`src/inc/wed_regs.svh`:
```
// Timing figures and counter slot numbers for the wake exit delay block
`ifndef WED_REGS_SVH
`define WED_REGS_SVH

// ----------------------------------------------------------------
// Core clock
// ----------------------------------------------------------------
`define WED_CLK_PERIOD_NS 10

// ----------------------------------------------------------------
// Delay figures in ns (plain defaults, retune per process)
// ----------------------------------------------------------------
`define WED_CPU_PREP_NS   10000
`define WED_START_UP_NS   25600
`define WED_PLL_LOCK_NS   2000000
`define WED_SETTLE_NS     1000000

// ----------------------------------------------------------------
// Counter slots
// ----------------------------------------------------------------
`define WED_IDX_PREP      0
`define WED_IDX_START     1
`define WED_IDX_PLL       2
`define WED_IDX_SETTLE    3
`define WED_NUM_CNT       4

`endif

```
`src/inc/wed_pkg.sv`:
```
// Types shared by the wake exit delay block
package wed_pkg;

    // Clock source running before the wake event
    typedef enum logic [1:0] {
        WED_FROM_PRIMARY  = 2'h0,   // Primary idle, source kept running
        WED_FROM_SLOW_SEC = 2'h1,   // Secondary crystal or slow internal
        WED_FROM_FAST     = 2'h2,   // Fast internal block or a postscaled tap
        WED_FROM_SLEEP    = 2'h3    // Sleep, nothing running
    } wed_src_e;

    // Clock mode selected after the wake event
    typedef enum logic [3:0] {
        WED_LOW_POWER_CRYSTAL  = 4'h0,
        WED_CRYSTAL_MODE       = 4'h1,
        WED_HIGH_SPEED_CRYSTAL = 4'h2,
        WED_HIGH_SPEED_MULT    = 4'h3,   // High speed crystal through the multiplier
        WED_RESISTOR_CAP       = 4'h4,
        WED_EXTERNAL_CLOCK     = 4'h5,
        WED_INTERNAL_OSC_IO    = 4'h6,
        WED_SLOW_INTERNAL      = 4'h7,
        WED_FAST_INTERNAL      = 4'h8
    } wed_mode_e;

    // Sequencer states, one-hot
    typedef enum logic [1:0] {
        WED_RUN  = 2'h1,
        WED_HOLD = 2'h2
    } wed_fsm_e;

    // Whole state of the sequencer
    typedef struct packed {
        wed_fsm_e fsm;
        logic     pll_pend;
        logic     settle_pend;
        logic     pri_ready;
        logic     int_stable;
        logic     resume;
    } wed_state_s;

endpackage

```
`src/verilog/wed_delay_counter.sv`:
```
// Loadable down counter that times one wake-up interval
module wed_delay_counter #(
    parameter int unsigned CNT_W = 24
) (
    // Clock and reset
    input  wire logic             core_clk,
    input  wire logic             reset_n,
    // Load request
    input  wire logic             start,
    input  wire logic [CNT_W-1:0] length,
    // Progress
    output logic                  busy,
    output logic                  done
);

    // Counter state: remaining cycles and end pulse
    typedef struct packed {
        logic [CNT_W-1:0] cnt;
        logic             done;
    } wed_cnt_s;

    wed_cnt_s st_reg;   // Registered state
    wed_cnt_s st_next;  // Next state

    // ----------------------------------------------------------------
    // Next state
    // ----------------------------------------------------------------
    always_comb begin
        st_next      = st_reg;
        st_next.done = 1'b0;
        // A new load restarts the interval even mid-count
        if (start) begin
            st_next.cnt = length;
        end else if (st_reg.cnt != '0) begin
            st_next.cnt  = st_reg.cnt - 1'b1;
            st_next.done = (st_reg.cnt == {{(CNT_W-1){1'b0}}, 1'b1});
        end
    end

    // ----------------------------------------------------------------
    // State register
    // ----------------------------------------------------------------
    always_ff @(posedge core_clk) begin
        if (!reset_n) begin
            st_reg <= '0;
        end else begin
            st_reg <= st_next;
        end
    end

    // Busy for exactly length cycles, done in the first idle cycle
    assign busy = (st_reg.cnt != '0);
    assign done = st_reg.done;

endmodule

```
`src/verilog/wed_wake_exit.sv`:
```
// Wake-up exit delay sequencer that holds and releases the core
`include "wed_regs.svh"

// Function
// - Primary idle wake: prepare delay only
// - No start-up timer for external, resistor, io modes
// - Prepare delay after every Sleep/Idle wake
// - Resume on second cycle after delay
// - Prepare delay runs alongside other delays
// - Crystal targets: start-up interval, then ready
// - Multiplier target: start-up then lock interval
// - Fast internal: run on, flag when settled
// - Ready flag chosen by target mode
// - Slow internal target: prepare only, no flag
// - Fast internal taps treated alike
// - Primary ready after timer expiry, or at the wake in primary idle
// - Internal stable only once block settled
module wed_wake_exit
    import wed_pkg::*;
#(
    parameter int unsigned CNT_W      = 24,
    parameter int unsigned PREP_CYC   =
        (`WED_CPU_PREP_NS + `WED_CLK_PERIOD_NS - 1) / `WED_CLK_PERIOD_NS,
    parameter int unsigned START_CYC  =
        (`WED_START_UP_NS + `WED_CLK_PERIOD_NS - 1) / `WED_CLK_PERIOD_NS,
    parameter int unsigned PLL_CYC    =
        (`WED_PLL_LOCK_NS + `WED_CLK_PERIOD_NS - 1) / `WED_CLK_PERIOD_NS,
    parameter int unsigned SETTLE_CYC =
        (`WED_SETTLE_NS + `WED_CLK_PERIOD_NS - 1) / `WED_CLK_PERIOD_NS
) (
    // Clock and reset
    input  wire logic          core_clk,
    input  wire logic          reset_n,
    // Wake event source
    input  wire logic          wake_event,
    input  wed_pkg::wed_src_e  before_src,
    input  wed_pkg::wed_mode_e target_mode,
    // Core release
    output logic               core_stall,
    output logic               core_resume,
    // Clock ready status
    output logic               primary_ready_flag,
    output logic               internal_stable_flag
);
    import wed_pkg::*;

    // ----------------------------------------------------------------
    // Elaboration checks
    // ----------------------------------------------------------------
    // A zero length would never raise busy and would skip a delay
    if (PREP_CYC < 1 || START_CYC < 1 || PLL_CYC < 1 || SETTLE_CYC < 1) begin : g_chk_len
        $error("wed_wake_exit: every delay needs at least one cycle");
    end
    if (CNT_W > 31 || PREP_CYC >= (1 << CNT_W) || START_CYC >= (1 << CNT_W) ||
        PLL_CYC >= (1 << CNT_W) || SETTLE_CYC >= (1 << CNT_W)) begin : g_chk_w
        $error("wed_wake_exit: counter width too small for a delay");
    end

    // ----------------------------------------------------------------
    // Decode helpers
    // ----------------------------------------------------------------
    // Crystal family modes that need the start-up timer from cold
    function automatic logic is_crystal(input wed_mode_e m);
        is_crystal = (m == WED_LOW_POWER_CRYSTAL) || (m == WED_CRYSTAL_MODE) ||
                     (m == WED_HIGH_SPEED_CRYSTAL) || (m == WED_HIGH_SPEED_MULT);
    endfunction

    // Start-up timer only when the crystal was actually stopped
    function automatic logic needs_start(input wed_src_e s, input wed_mode_e m);
        needs_start = is_crystal(m) && (s != WED_FROM_PRIMARY);
    endfunction

    // Settling only when the fast block was not already clocking
    function automatic logic needs_settle(input wed_src_e s, input wed_mode_e m);
        needs_settle = (m == WED_FAST_INTERNAL) && (s != WED_FROM_FAST);
    endfunction

    // Length of each counter slot
    function automatic logic [CNT_W-1:0] cnt_len(input int unsigned idx);
        case (idx)
            `WED_IDX_PREP: cnt_len = CNT_W'(PREP_CYC);
            `WED_IDX_START: cnt_len = CNT_W'(START_CYC);
            `WED_IDX_PLL:  cnt_len = CNT_W'(PLL_CYC);
            default:       cnt_len = CNT_W'(SETTLE_CYC);
        endcase
    endfunction

    // ----------------------------------------------------------------
    // Declarations
    // ----------------------------------------------------------------
    localparam wed_state_s RST_STATE = '{fsm: WED_RUN, default: '0};

    wed_state_s             st_reg;    // Registered state
    wed_state_s             st_next;   // Next state
    logic [`WED_NUM_CNT-1:0] start_vec; // Counter load strobes
    logic [`WED_NUM_CNT-1:0] busy_vec;  // Counter running
    logic [`WED_NUM_CNT-1:0] done_vec;  // Counter end pulses
    logic                   wake_ok;   // Wake taken this cycle
    logic                   hold_busy; // Any stalling delay still open
    logic                   pri_cause; // Event that may raise the primary flag
    logic                   int_cause; // Event that may raise the stable flag

    // Wake events while already holding are ignored
    assign wake_ok = wake_event && (st_reg.fsm == WED_RUN);

    // Settling does not stall the core, so it is left out here
    assign hold_busy = busy_vec[`WED_IDX_PREP] | busy_vec[`WED_IDX_START] |
                       busy_vec[`WED_IDX_PLL];

    // Only these events may raise a flag; the checks below watch them
    assign pri_cause = done_vec[`WED_IDX_START] | done_vec[`WED_IDX_PLL] | wake_ok;
    assign int_cause = done_vec[`WED_IDX_SETTLE] | wake_ok;

    // ----------------------------------------------------------------
    // Delay counters, one per interval
    // ----------------------------------------------------------------
    for (genvar i = 0; i < `WED_NUM_CNT; i++) begin : g_cnt
        wed_delay_counter #(
            .CNT_W (CNT_W)
        ) u_cnt (
            .core_clk (core_clk),
            .reset_n  (reset_n),
            .start    (start_vec[i]),
            .length   (cnt_len(i)),
            .busy     (busy_vec[i]),
            .done     (done_vec[i])
        );
    end

    // ----------------------------------------------------------------
    // Sequencer next state
    // ----------------------------------------------------------------
    always_comb begin
        st_next        = st_reg;
        st_next.resume = 1'b0;
        start_vec      = '0;
        // Settling end; a wake in the same cycle overrides it below
        if (done_vec[`WED_IDX_SETTLE] && st_reg.settle_pend) begin
            st_next.int_stable  = 1'b1;
            st_next.settle_pend = 1'b0;
        end
        case (st_reg.fsm)
            WED_RUN: begin
                if (wake_event) begin
                    st_next.fsm = WED_HOLD;
                    // Prepare delay always, in parallel with the rest
                    start_vec[`WED_IDX_PREP] = 1'b1;
                    // Crystal start-up only from a stopped crystal
                    start_vec[`WED_IDX_START] = needs_start(before_src, target_mode);
                    // Lock interval queued behind the start-up timer
                    st_next.pll_pend = needs_start(before_src, target_mode) &&
                                       (target_mode == WED_HIGH_SPEED_MULT);
                    // Crystal already running in primary idle gets its flag at once
                    st_next.pri_ready = is_crystal(target_mode) &&
                                        (before_src == WED_FROM_PRIMARY);
                    // Fast block already running: no settling, stable at once
                    st_next.int_stable = (target_mode == WED_FAST_INTERNAL) &&
                                         (before_src == WED_FROM_FAST);
                    st_next.settle_pend = needs_settle(before_src, target_mode);
                    start_vec[`WED_IDX_SETTLE] = needs_settle(before_src, target_mode);
                end
            end
            WED_HOLD: begin
                if (done_vec[`WED_IDX_START] && st_reg.pll_pend) begin
                    // Timer expired, now wait for lock
                    start_vec[`WED_IDX_PLL] = 1'b1;
                    st_next.pll_pend        = 1'b0;
                end else if (done_vec[`WED_IDX_START]) begin
                    st_next.pri_ready = 1'b1;
                end
                if (done_vec[`WED_IDX_PLL]) begin
                    st_next.pri_ready = 1'b1;
                end
                // Release once every stalling counter has finished
                if (!hold_busy && !st_reg.pll_pend) begin
                    st_next.fsm    = WED_RUN;
                    st_next.resume = 1'b1;
                end
            end
            default: begin
                st_next = RST_STATE;
            end
        endcase
    end

    // ----------------------------------------------------------------
    // State register
    // ----------------------------------------------------------------
    always_ff @(posedge core_clk) begin
        if (!reset_n) begin
            st_reg <= RST_STATE;
        end else begin
            st_reg <= st_next;
        end
    end

    // ----------------------------------------------------------------
    // Outputs
    // ----------------------------------------------------------------
    assign core_stall           = (st_reg.fsm == WED_HOLD);
    assign core_resume          = st_reg.resume;
    assign primary_ready_flag   = st_reg.pri_ready;
    assign internal_stable_flag = st_reg.int_stable;
endmodule

```
`config.mk`:
```
export PLATFORM = sky130hd
export DESIGN_NAME = wed_wake_exit
export DESIGN_NICKNAME = d
export VERILOG_FILES = /design/src/inc/wed_pkg.sv /design/src/verilog/wed_delay_counter.sv /design/src/verilog/wed_wake_exit.sv
export VERILOG_INCLUDE_DIRS = /design/src /design/src/inc
export SDC_FILE = /design/constraint.sdc
export NUM_CORES = 1
export LEC_CHECK = 0
export ABC_CLOCK_PERIOD_IN_PS = 3200
export BUFFER_PORTS_ARGS = -buffer_cell sky130_fd_sc_hd__buf_2
export CELL_PAD_IN_SITES_DETAIL_PLACEMENT = 0
export CELL_PAD_IN_SITES_GLOBAL_PLACEMENT = 1
export CORE_MARGIN = 4
export CORE_UTILIZATION = 48
export DETAILED_ROUTE_END_ITERATION = 12
export GPL_ROUTABILITY_DRIVEN = 0
export PLACE_DENSITY_LB_ADDON = 0.1
export SYNTH_ARGS = -nofsm -noshare
export SYNTH_HDL_FRONTEND = slang
export SYNTH_SLANG_ARGS = --single-unit
```
`constraint.sdc`:
```
create_clock -name core_clk -period 3.2 [get_ports core_clk]
set_input_delay 0.48 -clock core_clk [delete_from_list [all_inputs] [get_ports core_clk]]
set_output_delay 0.48 -clock core_clk [all_outputs]
set_load 0.01 [all_outputs]
```
==> impl_metrics.ini, run 1 <==
[cts]
worstSkewPairLatency_ns = 0.37
path_clk_slew_ns = 0.10
cts_hold_buf = 0
root_buffer = clkbuf_8
numCtsBuffers = 9
post-cts-setup-buffer-count = 0
cts_tree = done
clk_path_buf_depth = 2
post_cts_resized = 0
htreeDepth = 3
cts.sinks = 106

[pwr]
leakagePower_nw = 2.12
peakVddDrop_uv = 503
cellPowerDensity_nw_per_um2 = 1130

[yosys]
synthSimpleGateAreaFrac_pct = 29.3
synthAdderAreaFrac_pct = 3.07
avgSynthCellArea_sq_um = 8.51
synth_top_family_by_area = simple AND/OR/NAND/NOR gates
synthFlopType = dfxtp_1
synth_edf_count = 0
synth_xor_area_share_pct = 9.09
ys_seq_area_share_pct = 40.0
synth_area_sq_um = 5300
synth_cell_type_count = 52
synth.net_count = 645
synthCells = 623
synth-compound-area-share_pct = 15.3
yosys-mux-area-fraction_pct = 0
ys_ff_latch = 106
synth-async-reset-ratio_pct = 0
ys_warn_count = 0

[route]
drtAntennaViolNets = 0
post_drt_wl_per_cell_um = 15.2
wl_mm = 11.7
vias = 4502
drt_first_iter_violations = 282
avgViaCountPerCell = 5.82
drc = 0
dr.pass1.iters = 4

[placement]
port_buffers = 12
post-dp-hpwl_mm = 8.26

[timing]
final.min_clock_period_ns = 2.59
slew_headroom_pct = 51.7
setup_viol = 0
setup_tns_ns = 0
rsz0062_at_grt = false
max_freq_mhz = 386
slew_viol_final = 0
post-route-period-util_pct = 81.0
hold_viol = 0
finClkSkew_ns = 0.0129
max_slew.worst_pin.slew_ns = 0.723

[min_path]
hold_class = in2reg

[final_layout]
final_cell_mix = 106 x dfxtp_1, 79 x nor2_1, 37 x xor2_1, 36 x a21oi_1, 29 x o21ai_0
antenna_cells = 0
post-route-util_pct = 52.6
largest_register_ff_count = 96
drive_above_1_share_pct = 8.68
final_common_cell = dfxtp_1
syn_to_final_growth_pct = 7.46
fin_nets = 652

[global_routing]
antenna_found_initial = 0
grt_pass1_wl_mm = 20.7
grt-ovfl-total = 0
grt_pass1_vias = 4309
grt_max_degree = 23
grt_usage_pct = 19.2

[worst_setup_path]
r2r_end = g_cnt[3].u_cnt.st_reg[17]
crit_family = simple AND/OR/NAND/NOR gates
cpMaxStageDelayCell = or4_1
critPathRequiredTime_ns = 3.48
critPathCapture = g_cnt[3].u_cnt.st_reg[17]
worstPathArrival_ns = 2.88
rrSetupSlack_ns = 0.61
path_max_fanout = 15
path_cells = or4_1 -> or4_1 -> o21ai_2 -> o21ai_0 -> a31oi_1
endpoint_kind = flop
cp-start-kind = flop
crit_type = reg2reg
critPathBufInv = 0
max_stage_delay_ns = 0.70
crit_top_cell = or4_1
crit_start = g_cnt[3].u_cnt.st_reg[18]
reg2reg_depth = 5
r2r_start = g_cnt[3].u_cnt.st_reg[18]
cp_num_cells = 5

[floorplan]
initial_utilization_pct = 48.9
die_h_um = 113
num_rows = 38
core_sq_um = 10800
die_area_sq_um = 12800
die_w_um = 113
io_pins = 13

[run]
max-cap-violations = 0

[run_status]
status = completed
[synthesized netlist by cell type (2+ instances only)]
cell type  number  area [sq um]
buf_2           3          15.0
nand3b_1        4          30.0
o21ai_0        29           145
or2_2           6          37.5
inv_1          15          56.3
nand3_1        17          85.1
o31ai_1        12          90.1
or4_4           2          22.5
nand2_1        22          82.6
nand2b_1        6          37.5
o41ai_1         2          17.5
o211ai_1       17           128
nor3_1         18          90.1
and2_1          2          12.5
a31oi_1         9          56.3
xnor2_1        18           158
dfxtp_1       106          2120
nor4b_1         2          17.5
or4_1          28           210
clkbuf_1       25          93.8
nand4_1        18           113
and4_1          3          26.3
nor2b_1         3          18.8
a2111oi_0       2          17.5
o21a_1          2          15.0
or3b_2          2          17.5
xor2_1         37           324
nor2_1         79           297
a21oi_1        36           180
o2111ai_1       5          43.8
nor4_1         28           175
and3_1          3          18.8
nand4b_1        3          26.3
nor3b_1         2          15.0
ha_1           13           163
a211oi_1        7          52.6
or3_1          22           138
[cell families after synthesis]
kind of cell	after synthesis
fa+ha+maj	13
simple gates	277
buf+inv	44
compound gates	128
xor+xnor	55
flops	106
[where the power goes]
| group | switching, mW | internal (mW) |
|---|---|---|
| clock network | 0.454 | 0.325 |
| registers | 0.421 | 1.74 |
| logic | 2.10 | 1.40 |
| total | 2.98 | 3.47 |
[how the worst min path moves through the flow]
stage	cells past startpoint	to	start	slack (ns)
6_report	3	st_reg[4]	target_mode[1]	0.43
5_1_grt	3	st_reg[4]	target_mode[1]	0.43
2_1_floorplan	2	g_cnt[1].u_cnt.st_reg[15]	g_cnt[1].u_cnt.st_reg[15]	0.44
3_3_place_gp	2	g_cnt[1].u_cnt.st_reg[15]	g_cnt[1].u_cnt.st_reg[15]	0.45
3_5_place_dp	2	g_cnt[1].u_cnt.st_reg[15]	g_cnt[1].u_cnt.st_reg[15]	0.45
4_1_cts	3	st_reg[4]	target_mode[1]	0.41
[worst reg2reg max path: stages, from the launching register on]
cell and delay (ns):
dfxtp_1 0.33, or4_1 0.58, or4_1 0.70, o21ai_2 0.55, o21ai_0 0.17, a31oi_1 0.17
[cell type report]
type	instances	area, sq um
Clock buffer	12	155
Tap cell	140	175
Clock inverter	3	23.8
Timing Repair Buffer	25	158
Fill cell	1067	5140
Inverter	15	56.3
Sequential cell	106	2120
Multi-Input combinational cell	473	3010
[routing by layer]
layer,part of all wire [%],vias up,global-route usage (%)
li1,-,2319,-
met1,50,2114,27.6
met2,46,59,30.5
met3,3.4,10,3.58
met4,0.87,0,3.77
met5,0,-,0
[stage by stage]
stage                     total power [mW]  cells  cell area, sq um  hold slack [ns]  setup slack (ns)
after CTS                             6.47    774              5700            0.412             0.585
after floorplan                       4.84    623              5300            0.442             0.737
after global placement                5.60    759              5520            0.455             0.572
final                                 6.44    774              5700            0.426             0.608
after detailed placement              5.67    759              5520            0.453             0.542
after global routing                  7.07    774              5700            0.426             0.381
Power figures use the tool's default switching activity.
==> run 2: changes to the inputs <==
--- a/config.mk
+++ b/config.mk
@@ -6,7 +6,7 @@
 export SDC_FILE = /design/constraint.sdc
 export NUM_CORES = 1
 export LEC_CHECK = 0
-export ABC_CLOCK_PERIOD_IN_PS = 3200
+export ABC_CLOCK_PERIOD_IN_PS = 2700
 export BUFFER_PORTS_ARGS = -buffer_cell sky130_fd_sc_hd__buf_2
 export CELL_PAD_IN_SITES_DETAIL_PLACEMENT = 0
 export CELL_PAD_IN_SITES_GLOBAL_PLACEMENT = 1
==> constraint.sdc (replaced) <==
create_clock -name core_clk -period 2.7 [get_ports core_clk]
set_input_delay 0.405 -clock core_clk [delete_from_list [all_inputs] [get_ports core_clk]]
set_output_delay 0.405 -clock core_clk [all_outputs]
set_load 0.01 [all_outputs]
==> impl_metrics.ini, run 2 (synthesis gave the netlist of run 1 again) <==
[run_status]
status = completed

[cts]
cts.sinks = 106
root_buffer = clkbuf_8
post_cts_resized = 0
post-cts-setup-buffer-count = 0
cts_tree = done
path_clk_slew_ns = 0.10
cts_hold_buf = 0
htreeDepth = 3
clk_path_buf_depth = 2
worstSkewPairLatency_ns = 0.38
numCtsBuffers = 9

[route]
post_drt_wl_per_cell_um = 15.4
dr.pass1.iters = 4
drt_first_iter_violations = 362
wl_mm = 12.1
drc = 0
avgViaCountPerCell = 5.89
drtAntennaViolNets = 0
vias = 4608

[floorplan]
initial_utilization_pct = 48.9
die_w_um = 113
io_pins = 13
die_h_um = 113
core_sq_um = 10800
die_area_sq_um = 12800
num_rows = 38

[timing]
max_slew.worst_pin.slew_ns = 0.628
final.min_clock_period_ns = 2.48
rsz0062_at_grt = false
max_freq_mhz = 403
holdWs_ns = 0.295
slew_viol_final = 0
hold_viol = 0
slew_headroom_pct = 57.7
setup_viol = 0
finClkSkew_ns = 0.0104
setup_tns_ns = 0
post-route-period-util_pct = 91.9

[worst_setup_path]
endpoint_kind = flop
critPathRequiredTime_ns = 3.00
path_max_fanout = 8
worstPathArrival_ns = 2.78
cp-start-kind = flop
crit_type = reg2reg

[global_routing]
use_met3_pct = 4.49
top_usage_layer = met2
grt_pass1_wl_mm = 21.2
grt_usage_pct = 19.9
grt_pass1_vias = 4366
grt-ovfl-total = 0
grt.met1_usage_pct = 28.1
grt_max_degree = 23
antenna_found_initial = 0
met2_usage_pct = 30.6

[pwr]
cellPowerDensity_nw_per_um2 = 1350
peakVddDrop_uv = 580
total_power_mw = 7.76
leakagePower_nw = 2.17

[min_path]
hold_class = in2reg

[final_layout]
largest_register_ff_count = 96
final_cell_mix = 106 x dfxtp_1, 79 x nor2_1, 37 x xor2_1, 36 x a21oi_1, 29 x o21ai_0
drive_above_1_share_pct = 9.80
post-route-util_pct = 53.1
antenna_cells = 0
syn_to_final_growth_pct = 8.66
final_common_cell = dfxtp_1
fin_nets = 660

[placement]
post-dp-hpwl_mm = 8.57
port_buffers = 12

[run]
max-cap-violations = 0
-- run 2: changes by cell type in the layout (fill, tap and decap cells not counted) --
cell	before	now
buf_4	13	21
clkinv_2	0	2
clkinvlp_4	2	0
clkbuf_1	1	2
clkbuf_8	11	12
inv_6	1	0
-- run 2: cell type report --
cell class                      count  area [sq um]
Clock buffer                       14           173
Clock inverter                      2          10.0
Fill cell                        1027          5080
Inverter                           15          56.3
Multi-Input combinational cell    473          3010
Sequential cell                   106          2120
Tap cell                          140           175
Timing Repair Buffer               33           218
-- run 2: power breakdown --
| part | internal [mW] | switching, mW | total, mW |
|---|---|---|---|
| Combinational | 1.74 | 2.53 | 4.27 |
| Sequential | 2.06 | 0.497 | 2.56 |
| Clock | 0.410 | 0.522 | 0.932 |
| Total | 4.21 | 3.55 | 7.76 |
-- run 2: worst max-delay path, cell delays in order (launching register included) --
cell and delay (ns):
dfxtp_1 0.34, or4_4 0.57, or4_1 0.58, or4_1 0.46
or3_1 0.31, a21oi_1 0.14
-- run 2: per-layer routing --
layer / routed length, um / vias up
met2: 5380 / 80
met1: 6030 / 2176
met3: 503 / 12
li1: - / 2340
met4: 148 / 0
met5: 0 / -
-- run 2: final timing paths --
kind	from	end	slack [ns]	cells after the start
min	target_mode[1]	st_reg[4]	0.29	3
max reg2reg	g_cnt[3].u_cnt.st_reg[6]	g_cnt[3].u_cnt.st_reg[13]	0.22	5
min reg2reg	g_cnt[0].u_cnt.st_reg[16]	g_cnt[0].u_cnt.st_reg[16]	0.48	2
max	g_cnt[3].u_cnt.st_reg[6]	g_cnt[3].u_cnt.st_reg[13]	0.22	5
-- run 2: per-stage QoR --
| step | std cells | setup slack [ns] | cell area [sq um] |
|---|---|---|---|
| floorplan | 623 | 0.312 | 5300 |
| global placement | 767 | 0.228 | 5580 |
| detailed placement | 767 | 0.224 | 5580 |
| CTS | 783 | 0.228 | 5760 |
| global route | 783 | 0.0858 | 5760 |
| finish | 783 | 0.219 | 5760 |
